--- config.mk ---
export PLATFORM = sky130hd
export DESIGN_NAME = lp_state_ctrl
export DESIGN_NICKNAME = d
export VERILOG_FILES = /design/src/verilog/lp_pkg.sv /design/src/verilog/pin_sync.sv /design/src/verilog/cmd_decode.sv /design/src/verilog/lp_state_ctrl.sv
export VERILOG_INCLUDE_DIRS = /design/src /design/src/verilog
export SDC_FILE = /design/constraint.sdc
export NUM_CORES = 2
export LEC_CHECK = 0
export BUFFER_PORTS_ARGS = -buffer_cell sky130_fd_sc_hd__buf_2
export CORE_MARGIN = 1
export CORE_UTILIZATION = 25
export CTS_BUF_LIST = sky130_fd_sc_hd__clkbuf_4 sky130_fd_sc_hd__clkbuf_8
export CTS_CLUSTER_DIAMETER = 30
export DETAILED_ROUTE_END_ITERATION = 8
export GPL_TIMING_DRIVEN = 0
export PLACE_DENSITY = 0.4
export SYNTH_ARGS = -nofsm -noshare
export SYNTH_HDL_FRONTEND = slang
export SYNTH_SLANG_ARGS = --single-unit
export TNS_END_PERCENT = 1
--- constraint.sdc ---
create_clock -name i_clk -period 100.9 [get_ports i_clk]
set_input_delay 30.27 -clock i_clk [delete_from_list [all_inputs] [get_ports i_clk]]
set_output_delay 30.27 -clock i_clk [all_outputs]
set_load 0.01 [all_outputs]
--- src/verilog/lp_cfg.svh ---
`ifndef LP_CFG_SVH
`define LP_CFG_SVH
// Clock period in picoseconds (250 MHz)
`define CLK_PERIOD_PS 4000
// Round a least time in ns up to whole clock cycles
`define NS_TO_CYC(ns) (((ns) * 1000 + `CLK_PERIOD_PS - 1) / `CLK_PERIOD_PS)
// Precharge period in ns
`define T_RP_NS 18
`define RP_CYC `NS_TO_CYC(`T_RP_NS)
// Per-bank and all-bank refresh cycle times in ns
`define T_RFCPB_NS 90
`define RFCPB_CYC `NS_TO_CYC(`T_RFCPB_NS)
`define T_RFCAB_NS 130
`define RFCAB_CYC `NS_TO_CYC(`T_RFCAB_NS)
// Mode register write and read busy times in clock cycles
`define MRW_CYC 10
`define MRR_CYC 4
// Final initialization interval in us
`define T_INIT_FINAL_US 10
`define INIT_FINAL_CYC `NS_TO_CYC(`T_INIT_FINAL_US * 1000)
// Burst of eight data beats on both edges
`define BURST_CYC 4
// Mode register address that carries the reset command
`define RESET_MR_ADDR 8'h3F
// Field positions on the captured command/address bits
`define CA_MA_LO_POS 4
`define CA_OP_LO_POS 2
// Reset value and timer width
`define MR_RESET_VAL 8'h00
`define TIMER_W 12
`endif

--- src/verilog/lp_pkg.sv ---
package lp_pkg;
   // Device states
   typedef enum logic [4:0] {
      ST_POWER_ON, ST_RESETTING, ST_RESET_PD, ST_IDLE, ST_IDLE_PD, ST_SELF_REF,
      ST_DEEP_PD, ST_ROW_ACT, ST_ACT_PD, ST_READING, ST_WRITING, ST_PRECHARGING,
      ST_REF_PB, ST_REF_AB, ST_MRW, ST_MRR_IDLE, ST_MRR_ACT, ST_MRR_RST
   } state_t;
   // Decoded commands
   typedef enum logic [3:0] {
      CMD_NOP, CMD_MRW, CMD_MRR, CMD_REF_PB, CMD_REF_AB, CMD_SREF, CMD_ACT,
      CMD_WR, CMD_RD, CMD_PRE, CMD_DPD, CMD_BAD
   } cmd_t;
   // Pins from the memory controller
   typedef struct packed {
      logic cke;
      logic cs_n;
      logic [9:0] ca_rise;
      logic [9:0] ca_fall;
   } pins_t;
   // Device status towards the pad logic
   typedef struct packed {
      state_t state;
      logic dq_oe_n;
      logic term_en;
      logic mrr_valid;
      logic [7:0] mrr_data;
      logic illegal;
      logic init_done;
   } dev_out_t;
   // All state of the controller
   typedef struct packed {
      dev_out_t out;
      logic cke_prev;
      pins_t pins_prev;
      logic wr_pend;
      logic rd_pend;
      logic [11:0] timer;
      logic [11:0] init_cnt;
      logic [255:0][7:0] mr;
   } ctrl_st_t;
endpackage : lp_pkg

--- src/verilog/pin_sync.sv ---
`timescale 1ns/100ps
module pin_sync #(
   parameter int W = 22,
   // Level each bit shows during reset, the idle level of its pin
   parameter logic [W-1:0] RST_VAL = '0
) (
   // Clock and reset
   input wire logic i_clk,
   input wire logic i_rst,
   // Raw pins
   input wire logic [W-1:0] i_pin,
   // Filtered level
   output logic [W-1:0] o_level
);
   // Three stages per bit
   logic [W-1:0] s1_reg;
   logic [W-1:0] s2_reg;
   logic [W-1:0] s3_reg;

   // A change counts once stages two and three agree
   for (genvar b = 0; b < W; b++) begin : g_bit
      always_ff @(posedge i_clk or posedge i_rst) begin
         if (i_rst) begin
            // Idle level, so no false edge follows reset
            s1_reg[b] <= RST_VAL[b];
            s2_reg[b] <= RST_VAL[b];
            s3_reg[b] <= RST_VAL[b];
            o_level[b] <= RST_VAL[b];
         end else begin
            s1_reg[b] <= i_pin[b];
            s2_reg[b] <= s1_reg[b];
            s3_reg[b] <= s2_reg[b];
            if (s2_reg[b] == s3_reg[b]) begin
               o_level[b] <= s3_reg[b];
            end
         end
      end
   end
endmodule : pin_sync

--- src/verilog/cmd_decode.sv ---
`timescale 1ns/100ps
module cmd_decode (
   // Filtered pins and previous clock enable
   input wire lp_pkg::pins_t i_pins,
   input wire logic i_cke_prev,
   // Decoded command
   output lp_pkg::cmd_t o_cmd
);
   logic [3:0] op;
   assign op = i_pins.ca_rise[3:0];

   // Command from chip select, clock enable pair and CA0..CA3
   always_comb begin
      o_cmd = lp_pkg::CMD_BAD;
      if (i_pins.cs_n) begin
         o_cmd = lp_pkg::CMD_NOP;
      end else if (i_cke_prev && !i_pins.cke) begin
         // Entry commands on a falling clock enable
         if (op[2:0] == 3'h4) begin
            o_cmd = lp_pkg::CMD_SREF;
         end else if (op[2:0] == 3'h3) begin
            o_cmd = lp_pkg::CMD_DPD;
         end
      end else if (op[2:0] == 3'h7) begin
         o_cmd = lp_pkg::CMD_NOP;
      end else if (op[1:0] == 2'h2) begin
         o_cmd = lp_pkg::CMD_ACT;
      end else begin
         unique case (op)
            4'h0: o_cmd = lp_pkg::CMD_MRW;
            4'h8: o_cmd = lp_pkg::CMD_MRR;
            4'h4: o_cmd = lp_pkg::CMD_REF_PB;
            4'hC: o_cmd = lp_pkg::CMD_REF_AB;
            4'h1, 4'h9: o_cmd = lp_pkg::CMD_WR;
            4'h5, 4'hD: o_cmd = lp_pkg::CMD_RD;
            4'hB: o_cmd = lp_pkg::CMD_PRE;
            default: o_cmd = lp_pkg::CMD_BAD;
         endcase
      end
   end
endmodule : cmd_decode

--- src/verilog/lp_state_ctrl.sv ---
// Summary of operation
// - Compare clock enable with previous edge level
// - Active bank, enable falls, deselected: active power down
// - Enable rises, deselected: active power down exits
// - Banks idle, enable falls, deselected: idle power down
// - Enable rises, deselected: idle power down exits
// - Resetting, enable falls: resetting power down
// - Resetting power down exits idle once init done
// - Self refresh entry by command, exit to idle
// - Self refresh: data hi-Z or terminated
// - Deep power down entry; exit to power-on
// - No-operation keeps state, operation continues
// - Activate from idle opens row
// - Refresh from idle enters refreshing state
// - Mode register write updates register
// - Mode register read returns value, matching state
// - Reset command starts automatic initialization
// - Precharge from idle or active enters precharging
// - Read or write from active starts burst
// - While reading: read restarts, write waits burst
// - While writing: write restarts, read waits burst
// - No-operation never cuts a running burst
`timescale 1ns/100ps
`include "lp_cfg.svh"
module lp_state_ctrl (
   // Clock and reset
   input wire logic i_clk,
   input wire logic i_rst,
   // Controller pins
   input wire lp_pkg::pins_t i_pins,
   // Termination enabled by configuration
   input wire logic i_term_enable,
   // Device status
   output lp_pkg::dev_out_t o_status
);
   // Timer loads
   localparam logic [11:0] RP_LD = 12'(`RP_CYC);
   localparam logic [11:0] RFCPB_LD = 12'(`RFCPB_CYC);
   localparam logic [11:0] RFCAB_LD = 12'(`RFCAB_CYC);
   localparam logic [11:0] MRW_LD = 12'(`MRW_CYC);
   localparam logic [11:0] MRR_LD = 12'(`MRR_CYC);
   localparam logic [11:0] BURST_LD = 12'(`BURST_CYC);
   localparam logic [11:0] INIT_LD = 12'(`INIT_FINAL_CYC);

   lp_pkg::ctrl_st_t st_reg; // Registered state
   lp_pkg::ctrl_st_t st_next; // Next state
   lp_pkg::pins_t pins_raw; // Filtered pins
   lp_pkg::pins_t pins; // Filtered pins, a held command shown once
   lp_pkg::cmd_t cmd; // Decoded command
   logic cke; // Clock enable at this edge
   logic cke_fall; // High then low
   logic cke_rise; // Low then high
   logic cke_high; // High at both edges
   logic cke_low; // Low at both edges
   logic done; // Timed operation ends this edge
   logic [7:0] ma; // Mode register address
   logic [7:0] opv; // Mode register operand

   // Pins cross into the clock domain
   pin_sync #(
      .W($bits(lp_pkg::pins_t)),
      .RST_VAL({1'b1, 1'b1, 20'h00000})
   ) u_sync (
      .i_clk(i_clk),
      .i_rst(i_rst),
      .i_pin(i_pins),
      .o_level(pins_raw)
   );

   // The filter shows every pin state for two edges or more; a command
   // counts only at its first edge, later edges read as a deselect.
   // Two identical commands back to back therefore merge into one.
   always_comb begin
      pins = pins_raw;
      if (pins_raw == st_reg.pins_prev) begin
         pins.cs_n = 1'b1;
      end
   end

   // Command decode
   cmd_decode u_dec (
      .i_pins(pins),
      .i_cke_prev(st_reg.cke_prev),
      .o_cmd(cmd)
   );

   // Clock enable edge classes
   assign cke = pins.cke;
   assign cke_fall = st_reg.cke_prev && !cke;
   assign cke_rise = !st_reg.cke_prev && cke;
   assign cke_high = st_reg.cke_prev && cke;
   assign cke_low = !st_reg.cke_prev && !cke;
   assign done = st_reg.timer <= 12'h001;
   assign ma = {pins.ca_fall[1:0], pins.ca_rise[`CA_MA_LO_POS +: 6]};
   assign opv = pins.ca_fall[`CA_OP_LO_POS +: 8];

   // Next state of the whole controller
   always_comb begin
      st_next = st_reg;
      st_next.cke_prev = cke;
      st_next.pins_prev = pins_raw;
      st_next.out.mrr_valid = 1'b0;
      // Timers run down
      if (st_reg.timer != 12'h000) begin
         st_next.timer = st_reg.timer - 12'h001;
      end
      if (st_reg.init_cnt != 12'h000) begin
         st_next.init_cnt = st_reg.init_cnt - 12'h001;
      end
      if (st_reg.init_cnt == 12'h001) begin
         st_next.out.init_done = 1'b1;
      end
      unique case (st_reg.out.state)
         // Power down family: hold while enable stays low
         lp_pkg::ST_ACT_PD, lp_pkg::ST_IDLE_PD, lp_pkg::ST_RESET_PD,
         lp_pkg::ST_SELF_REF, lp_pkg::ST_DEEP_PD: begin
            if (cke_rise && pins.cs_n) begin
               unique case (st_reg.out.state)
                  lp_pkg::ST_ACT_PD: st_next.out.state = lp_pkg::ST_ROW_ACT;
                  lp_pkg::ST_IDLE_PD: st_next.out.state = lp_pkg::ST_IDLE;
                  lp_pkg::ST_SELF_REF: st_next.out.state = lp_pkg::ST_IDLE;
                  lp_pkg::ST_DEEP_PD: st_next.out.state = lp_pkg::ST_POWER_ON;
                  default: begin
                     // Idle only once the final interval is over
                     st_next.out.state = st_reg.out.init_done ? lp_pkg::ST_IDLE
                                         : lp_pkg::ST_RESETTING;
                  end
               endcase
            end else if (!cke_low) begin
               st_next.out.illegal = 1'b1;
            end
         end
         // Row active
         lp_pkg::ST_ROW_ACT: begin
            if (cke_fall && pins.cs_n) begin
               st_next.out.state = lp_pkg::ST_ACT_PD;
            end else if (!cke_high) begin
               st_next.out.illegal = 1'b1;
            end else begin
               unique case (cmd)
                  lp_pkg::CMD_NOP: st_next.out.state = st_reg.out.state;
                  lp_pkg::CMD_RD: begin
                     st_next.out.state = lp_pkg::ST_READING;
                     st_next.timer = BURST_LD;
                  end
                  lp_pkg::CMD_WR: begin
                     st_next.out.state = lp_pkg::ST_WRITING;
                     st_next.timer = BURST_LD;
                  end
                  lp_pkg::CMD_MRR: begin
                     st_next.out.state = lp_pkg::ST_MRR_ACT;
                     st_next.timer = MRR_LD;
                     st_next.out.mrr_valid = 1'b1;
                     st_next.out.mrr_data = st_reg.mr[ma];
                  end
                  lp_pkg::CMD_PRE: begin
                     st_next.out.state = lp_pkg::ST_PRECHARGING;
                     st_next.timer = RP_LD;
                  end
                  default: st_next.out.illegal = 1'b1;
               endcase
            end
         end
         // All banks idle
         lp_pkg::ST_IDLE: begin
            if (cke_fall) begin
               if (pins.cs_n) begin
                  st_next.out.state = lp_pkg::ST_IDLE_PD;
               end else if (cmd == lp_pkg::CMD_SREF) begin
                  st_next.out.state = lp_pkg::ST_SELF_REF;
               end else if (cmd == lp_pkg::CMD_DPD) begin
                  st_next.out.state = lp_pkg::ST_DEEP_PD;
               end else begin
                  st_next.out.illegal = 1'b1;
               end
            end else if (!cke_high) begin
               st_next.out.illegal = 1'b1;
            end else begin
               unique case (cmd)
                  lp_pkg::CMD_NOP: st_next.out.state = st_reg.out.state;
                  lp_pkg::CMD_ACT: st_next.out.state = lp_pkg::ST_ROW_ACT;
                  lp_pkg::CMD_REF_PB: begin
                     st_next.out.state = lp_pkg::ST_REF_PB;
                     st_next.timer = RFCPB_LD;
                  end
                  lp_pkg::CMD_REF_AB: begin
                     st_next.out.state = lp_pkg::ST_REF_AB;
                     st_next.timer = RFCAB_LD;
                  end
                  lp_pkg::CMD_MRW: begin
                     if (ma == `RESET_MR_ADDR) begin
                        // Reset restarts automatic initialization
                        st_next.out.state = lp_pkg::ST_RESETTING;
                        st_next.init_cnt = INIT_LD;
                        st_next.out.init_done = 1'b0;
                     end else begin
                        st_next.out.state = lp_pkg::ST_MRW;
                        st_next.timer = MRW_LD;
                        st_next.mr[ma] = opv;
                     end
                  end
                  lp_pkg::CMD_MRR: begin
                     st_next.out.state = lp_pkg::ST_MRR_IDLE;
                     st_next.timer = MRR_LD;
                     st_next.out.mrr_valid = 1'b1;
                     st_next.out.mrr_data = st_reg.mr[ma];
                  end
                  lp_pkg::CMD_PRE: begin
                     st_next.out.state = lp_pkg::ST_PRECHARGING;
                     st_next.timer = RP_LD;
                  end
                  default: st_next.out.illegal = 1'b1;
               endcase
            end
         end
         // Power on and resetting accept reset; only resetting accepts reads
         lp_pkg::ST_POWER_ON, lp_pkg::ST_RESETTING: begin
            if (cke_fall && pins.cs_n
                && st_reg.out.state == lp_pkg::ST_RESETTING) begin
               st_next.out.state = lp_pkg::ST_RESET_PD;
            end else if (!cke_high) begin
               st_next.out.illegal = 1'b1;
            end else if (cmd == lp_pkg::CMD_MRW && ma == `RESET_MR_ADDR) begin
               st_next.out.state = lp_pkg::ST_RESETTING;
               st_next.init_cnt = INIT_LD;
               st_next.out.init_done = 1'b0;
            end else if (cmd == lp_pkg::CMD_MRR
                         && st_reg.out.state == lp_pkg::ST_RESETTING) begin
               st_next.out.state = lp_pkg::ST_MRR_RST;
               st_next.timer = MRR_LD;
               st_next.out.mrr_valid = 1'b1;
               st_next.out.mrr_data = st_reg.mr[ma];
            end else if (cmd != lp_pkg::CMD_NOP) begin
               st_next.out.illegal = 1'b1;
            end
         end
         // Bursts: same command restarts, the other waits for the end
         lp_pkg::ST_READING, lp_pkg::ST_WRITING: begin
            if (!cke_high) begin
               st_next.out.illegal = 1'b1;
            end else if ((cmd == lp_pkg::CMD_RD && st_reg.out.state == lp_pkg::ST_READING)
                      || (cmd == lp_pkg::CMD_WR && st_reg.out.state == lp_pkg::ST_WRITING)) begin
               st_next.timer = BURST_LD;
            end else if (cmd == lp_pkg::CMD_WR) begin
               st_next.wr_pend = 1'b1;
            end else if (cmd == lp_pkg::CMD_RD) begin
               st_next.rd_pend = 1'b1;
            end else if (cmd != lp_pkg::CMD_NOP) begin
               st_next.out.illegal = 1'b1;
            end
            // No-op never ends the burst early
            if (done && st_next.timer <= 12'h001) begin
               if (st_next.wr_pend) begin
                  st_next.out.state = lp_pkg::ST_WRITING;
                  st_next.timer = BURST_LD;
               end else if (st_next.rd_pend) begin
                  st_next.out.state = lp_pkg::ST_READING;
                  st_next.timer = BURST_LD;
               end else begin
                  st_next.out.state = lp_pkg::ST_ROW_ACT;
               end
               st_next.wr_pend = 1'b0;
               st_next.rd_pend = 1'b0;
            end
         end
         // Timed states accept only no-ops until they end
         default: begin
            if (!cke_high || cmd != lp_pkg::CMD_NOP) begin
               st_next.out.illegal = 1'b1;
            end
            if (done) begin
               unique case (st_reg.out.state)
                  lp_pkg::ST_MRR_ACT: st_next.out.state = lp_pkg::ST_ROW_ACT;
                  lp_pkg::ST_MRR_RST: st_next.out.state = lp_pkg::ST_RESETTING;
                  default: st_next.out.state = lp_pkg::ST_IDLE;
               endcase
            end
         end
      endcase
      // Data drivers on only while a read burst runs
      st_next.out.dq_oe_n = st_next.out.state != lp_pkg::ST_READING;
      // Self refresh: hi-Z or terminated to the output supply
      st_next.out.term_en = (st_next.out.state == lp_pkg::ST_SELF_REF)
                            && i_term_enable;
   end

   // State register
   always_ff @(posedge i_clk or posedge i_rst) begin
      if (i_rst) begin
         st_reg <= '0;
         st_reg.out.state <= lp_pkg::ST_POWER_ON;
         st_reg.out.dq_oe_n <= 1'b1;
         st_reg.cke_prev <= 1'b1;
         st_reg.mr <= {256{`MR_RESET_VAL}};
      end else begin
         st_reg <= st_next;
      end
   end

   assign o_status = st_reg.out;

   // Checks
   AST_CKE_PREV: assert property (@(posedge i_clk) disable iff (i_rst)
      st_reg.cke_prev == $past(cke)) else $error("Previous enable not tracked");
   AST_APD_ENTER: assert property (@(posedge i_clk) disable iff (i_rst)
      st_reg.out.state == lp_pkg::ST_ROW_ACT && cke_fall && pins.cs_n
      |=> st_reg.out.state == lp_pkg::ST_ACT_PD) else $error("No active power down");
   AST_APD_EXIT: assert property (@(posedge i_clk) disable iff (i_rst)
      st_reg.out.state == lp_pkg::ST_ACT_PD && cke_rise && pins.cs_n
      |=> st_reg.out.state == lp_pkg::ST_ROW_ACT) else $error("Bad active exit");
   AST_IPD: assert property (@(posedge i_clk) disable iff (i_rst)
      st_reg.out.state == lp_pkg::ST_IDLE && cke_fall && pins.cs_n
      ##1 cke_low [*2] |=> st_reg.out.state == lp_pkg::ST_IDLE_PD) else $error("Idle pd");
   AST_IPD_EXIT: assert property (@(posedge i_clk) disable iff (i_rst)
      st_reg.out.state == lp_pkg::ST_IDLE_PD && cke_rise && pins.cs_n
      |=> st_reg.out.state == lp_pkg::ST_IDLE) else $error("Bad idle exit");
   AST_RPD_EXIT: assert property (@(posedge i_clk) disable iff (i_rst)
      st_reg.out.state == lp_pkg::ST_RESET_PD && cke_rise && pins.cs_n
      |=> st_reg.out.state == ($past(st_reg.out.init_done) ? lp_pkg::ST_IDLE
          : lp_pkg::ST_RESETTING)) else $error("Bad resetting exit");
   AST_SR_TERM: assert property (@(posedge i_clk) disable iff (i_rst)
      st_reg.out.state == lp_pkg::ST_SELF_REF |-> st_reg.out.dq_oe_n)
      else $error("Data driven in self refresh");
   AST_DPD_EXIT: assert property (@(posedge i_clk) disable iff (i_rst)
      st_reg.out.state == lp_pkg::ST_DEEP_PD && cke_rise && pins.cs_n
      |=> st_reg.out.state == lp_pkg::ST_POWER_ON) else $error("Bad deep exit");
   AST_NOP_HOLD: assert property (@(posedge i_clk) disable iff (i_rst)
      st_reg.out.state inside {lp_pkg::ST_IDLE, lp_pkg::ST_ROW_ACT}
      && cke_high && cmd == lp_pkg::CMD_NOP |=> $stable(st_reg.out.state))
      else $error("No-op moved state");
   AST_MRR: assert property (@(posedge i_clk) disable iff (i_rst)
      st_reg.out.state == lp_pkg::ST_IDLE && cke_high && cmd == lp_pkg::CMD_MRR
      |=> st_reg.out.mrr_valid && st_reg.out.state == lp_pkg::ST_MRR_IDLE)
      else $error("Mode read missing");
   AST_BURST_LEN: assert property (@(posedge i_clk) disable iff (i_rst)
      $rose(st_reg.out.state == lp_pkg::ST_READING)
      |-> (st_reg.out.state == lp_pkg::ST_READING) [*4]) else $error("Short burst");
   COV_APD: cover property (@(posedge i_clk) st_reg.out.state == lp_pkg::ST_ACT_PD);
   COV_SREF: cover property (@(posedge i_clk) st_reg.out.state == lp_pkg::ST_SELF_REF);
   COV_RD_WR: cover property (@(posedge i_clk)
      st_reg.out.state == lp_pkg::ST_READING ##1 st_reg.out.state == lp_pkg::ST_WRITING);
endmodule : lp_state_ctrl

* After elaboration in Yosys (flattened, before gate mapping) *
Memory sizes are Yosys's and may differ from the RTL's.
Cells that the tools add are included.

cells by class
  add/sub/neg operators = 2
  $mul = 0
  divide/modulo/power cells = 0
  order comparisons = 4
  equality and inequality tests = 71
  shift-type cells = 0
  multiplexer cells = 100
  bitwise gates (word level) = 2
  reduce and logical (&&, ||, !) cells = 36

operators with widths
  kind                   number
  $mux 2072              2
  $mux 2060              1
  $bwmux 2048            1
  $mux 2048              1
  $mux 12                12
  $mux 5                 15
  $bmux 8 s8             1
  $demux 8 s8            1
  $pmux 12 s5            1
  $mux 24                2
  $pmux 12 s2            2
  $pmux 12 s4            1
  $mux 9                 5
  $mux 14                3
  $mux 1                 30
  $pmux 5 s6             1
  $mux 4                 7
  $ne 3x3->1 const B     9
  $pmux 9 s3             1
  $eq 5x3->1 const B     5
  $pmux 5 s5             1
  $le 12x1->1 const B    2
  $reduce_bool 12->1     2
  $sub 12x1->12 const B  2
  other kinds (45)       107

word-level totals
  register bits after elaboration = 2203
  latch bits = 0
  memory bits (writable) = 0
  bits in read-only memories = 64
  input port bits = 25
  output and inout port bits = 18
  word-level logic and storage cells = 576
  memories kept = 1

memories
  memory            words  width  read ports  clocked after Yosys merged registers in  wr ports  line              text
  (name not given)  16     4      1           0                                        0         cmd_decode.sv:29  unique case (op)

* Longest topological paths before layout *
  depth after elaboration = 17
  gate-level depth with buffers = 12
  mapped depth without buffers = 10

* Modules after synthesis *
From an unflattened synthesis, not the netlist that was laid out.

unflattened totals
  cells, all modules = 6345
  area, all modules = 100541.4 µm²

by module, submodules not included
  module         instances  cells each  area each (µm²)  seq. area each (µm²)
  lp_state_ctrl  1          6209        97895.1          52928.3
  pin_sync       1          111         2463.6           2212.1
  cmd_decode     1          25          182.7            0.0

* Worst setup path before layout *
Ideal clock, no wire load.

  path kind = flip-flop to output port
  start = reg st_reg, in the netlist o_status[12]
  end = out o_status[12] (netlist bit)
  data arrival time = 594 ps
  data required time = 70630 ps
  setup slack = 70036 ps
  stages on the path, launching flop included = 2
  buffers on the path = 1
  cell sequence = dfstp_2 -> buf_4

RTL lines
  item                      line                  text
  start: declaration        lp_state_ctrl.sv:45   lp_pkg::ctrl_st_t st_reg;
  start signal: assignment  lp_state_ctrl.sv:296  st_reg <= st_next;
  end: declaration          lp_state_ctrl.sv:34   output lp_pkg::dev_out_t o_status

No word-level cell between the ends.

* Final worst setup path *
  start = reg st_reg, in the netlist o_status[2]
  end = out o_status[2] (netlist bit)

No word-level cell between the ends.

==> results.ini <==
[sta]
rsz0062_at_grt = no
finalSetupViolations = 0
min_period_over_period_pct = 32.2
finalCriticalPeriod_ps = 32460
finalSetupTns_ps = 0
slew_headroom_pct = -7.71
clock_skew_ps = 73.5
finalMaxSlewViolations = 45
worst_pin_slew_ps = 1620
hold_violations = 0
timing.fmax_ghz = 0.0308

[power_and_ir_drop]
power.internal_w = 0.00187
seqPwrFrac_pct = 34.7
p_sw_w = 0.000731
pwr-share-clk_pct = 55.0
switching_share_pct = 28.1
power_density_mw_per_mm2 = 21.1
irDropWorstVdd_mv = 0.0102
p_comb_share_pct = 10.3
p_leak_nw = 57.7

[floorplanning]
rows = 231
io_pins = 43
start_util_pct = 25.2
fp.dieW_um = 634
fp.dieArea_mm2 = 0.402
fp.dieH_um = 634
core_mm2 = 0.397

[critical_path]
cp_max_fo = 2
crit_chain = buf_4 -> buf_2
startpoint_type = flip-flop
critPathLaunch = o_status[2]
r2r_start = u_sync.o_level[15]
end_kind = primary output
reg2reg_slack_ps = 94180
critPathRequiredTime_ps = 70630
path_class = flip-flop to primary output
worstPathArrival_ps = 2190
rr_worst_depth = 12
critPathMaxStageDelay_ps = 670
slowest_stage = dfrtp_1

[grt]
first_global_vias = 69000
met3_usage_pct = 5.84
grt_first_pass_wirelength_mm = 655
grt-ovfl-total = 0
grt.busiest_layer = met2
grt_max_degree = 126
grt_usage_pct = 24.3
grtUsageMet2_pct = 36.7
met1_usage_pct = 32.7
antenna_found_initial = 71

[cells_and_area]
layout-drive-gt1-share_pct = 54.7
area_delta_synth_final_pct = 23.7
finalNonFillerCells = 12900
fin_nets = 7141

[clock_network]
root_buffer = clkbuf_8
cts_resized = 0
clockBufferDepth = 4
clk_pin_slew_worst_paths_ps = 60
cts_max_level = 6
cts_inserted_buffers = 600
cts_hold_buf = 0
cts_tree = done
insertion_delay_ps = 1190
post_cts_buffers = 0
cts_sinks = 2203

[hold_path]
holdCritStartpoint = u_sync.s1_reg[16]
worstHoldEndpoint = u_sync.s2_reg[16]
hold_class = flip-flop to flip-flop
whs_path_depth = 0

[run_status]
outcome = finished, violations left
violations = max-capacitance violations, max-slew violations

[yosys]
ys_async_sr_fraction_pct = 100
ys_warn_count = 0
ys_ff_latch = 2203
syn_nets = 6402
synthCells = 6372
synthFlopType = dfrtp_1
ys_seq_area_share_pct = 55.2
synth_edf_count = 0
synth.avg_cell_area_um2 = 15.7
yosysUniqueCellTypes = 85
synth_area_mm2 = 0.100

[detailed_routing]
vias_per_cell = 5.15
drtIter0Drc = 6382
vias = 66200
wl_per_cell_um = 38.2
first_pass_iters = 8
routed_wl_mm = 492
drc = 0
antenna_left = 0

[place]
dp_hpwl_mm = 344
dp.cells = 11700
port_buffers = 42
place.gp.congestion = 0.932

[run]
maxCapViolations = 6

[worst max-delay path: cells and delay by family (launching register included)]
| kind | cells | cell delay [ps] |
|---|---|---|
| DFF | 1 | 670 |
| buffers and inverters | 2 | 320 |
[metal layers]
metal / up-vias / share of wire, %
met3: 836 / 7.4
met2: 2854 / 44
li1: 25700 / -
met5: - / 0.028
met4: 20 / 5.3
met1: 36800 / 43
[logic make-up after synthesis]
group	count (synthesis)	share of synthesized area (%)
XOR/XNOR	38	0.333
AO/OA/AOI/OAI	326	2.37
multiplexers	2627	36.1
AND/OR/NAND/NOR	640	3.43
adder cells (fa/ha/maj)	27	0.283
flip-flops	2203	55.2
buffers and inverters	511	2.33
[synthesized netlist by cell type (8+ instances only)]
cell / count / area [um2]
dfrtp_1: 2193 / 54900
mux2_2: 1936 / 21800
mux4_2: 578 / 13000
clkbuf_1: 331 / 1240
nand2_1: 170 / 638
nor2_1: 124 / 465
nor2_2: 116 / 726
mux2_1: 107 / 1200
a22oi_1: 82 / 616
buf_2: 78 / 390
buf_4: 64 / 480
nand3_1: 43 / 215
a21oi_1: 38 / 190
nor3_1: 38 / 190
o21ai_0: 35 / 175
xor2_1: 30 / 263
a221oi_1: 23 / 201
a22o_1: 22 / 193
maj3_1: 22 / 220
a31oi_1: 17 / 106
nor4_1: 17 / 106
a211oi_1: 16 / 120
nand2b_1: 16 / 100
buf_1: 15 / 56.3
inv_1: 14 / 52.6
nand4_1: 14 / 87.6
nor2b_1: 14 / 87.6
o22ai_1: 12 / 75.1
and2_1: 11 / 68.8
dfstp_2: 10 / 263
nor2_8: 10 / 200
and3_1: 9 / 56.3
nor3_2: 9 / 90.1
o211ai_1: 9 / 67.6
a2111oi_0: 8 / 70.1
xnor2_1: 8 / 70.1
[power by group through the flow]
stage          clock network (W)  logic [W]  registers, W
2_1_floorplan                  0   0.000103      0.000917
3_3_place_gp                   0   0.000250      0.000923
3_5_place_dp                   0   0.000267      0.000918
4_1_cts                  0.00145   0.000267      0.000903
5_1_grt                  0.00151   0.000272      0.000904
6_report                 0.00143   0.000269      0.000903
[cell type report]
class / count / area (um2)
inverters: 15 / 63.8
clock inverters: 272 / 3990
fillers: 39400 / 273000
flip-flops and latches: 2203 / 55100
clock buffers: 824 / 10700
well taps: 5242 / 6560
multi-input cells: 3658 / 42500
repair buffers: 137 / 2270
plain buffers: 496 / 2380
diodes: 16 / 40.0
[cells in the final DEF, fill, tap and decap left out, drive strengths merged, types with 9 or more instances in the layout]
master and count:
a221oi 23, nor2b 14, nand2b 16, clkinvlp 29, a22o 22, a31oi 17
bufinv 90, nand2 175, nor2 255, nor3 47, and3 9, xor2 30
nor4 19, a21oi 38, inv 43, and2 11, mux2 2043, diode 16
clkinv 125, nand4 15, o211ai 9, dfstp 10, a211oi 16, a22oi 82
clkbuf 1156, o21ai 38, maj3 22, o22ai 12, buf 301, mux4 578
dfrtp 2193, nand3 43
[worst max path at each step]
stage                                 endpoint  slack (ps)
floorplan           asynchronous set/reset pin        8400
global placement              u_sync.s1_reg[7]      -17240
detailed placement  asynchronous set/reset pin       67320
CTS                                o_status[4]       68360
global route        asynchronous set/reset pin       68140
finish                             o_status[2]       68440
[metrics by stage]
stage	area, um2	setup slack (ps)	util [%]	power, W	hold slack (ps)
6_report	124000	68440	31.2	0.00260	344
5_1_grt	124000	68140	31.2	0.00268	346
4_1_cts	124000	68360	31.2	0.00262	345
3_5_place_dp	109000	67320	27.4	0.00118	336
3_3_place_gp	107000	-17240	26.9	0.00117	337
2_1_floorplan	100000	8400	-	0.00102	331
No activity file was read; power rests on OpenSTA's default activity.
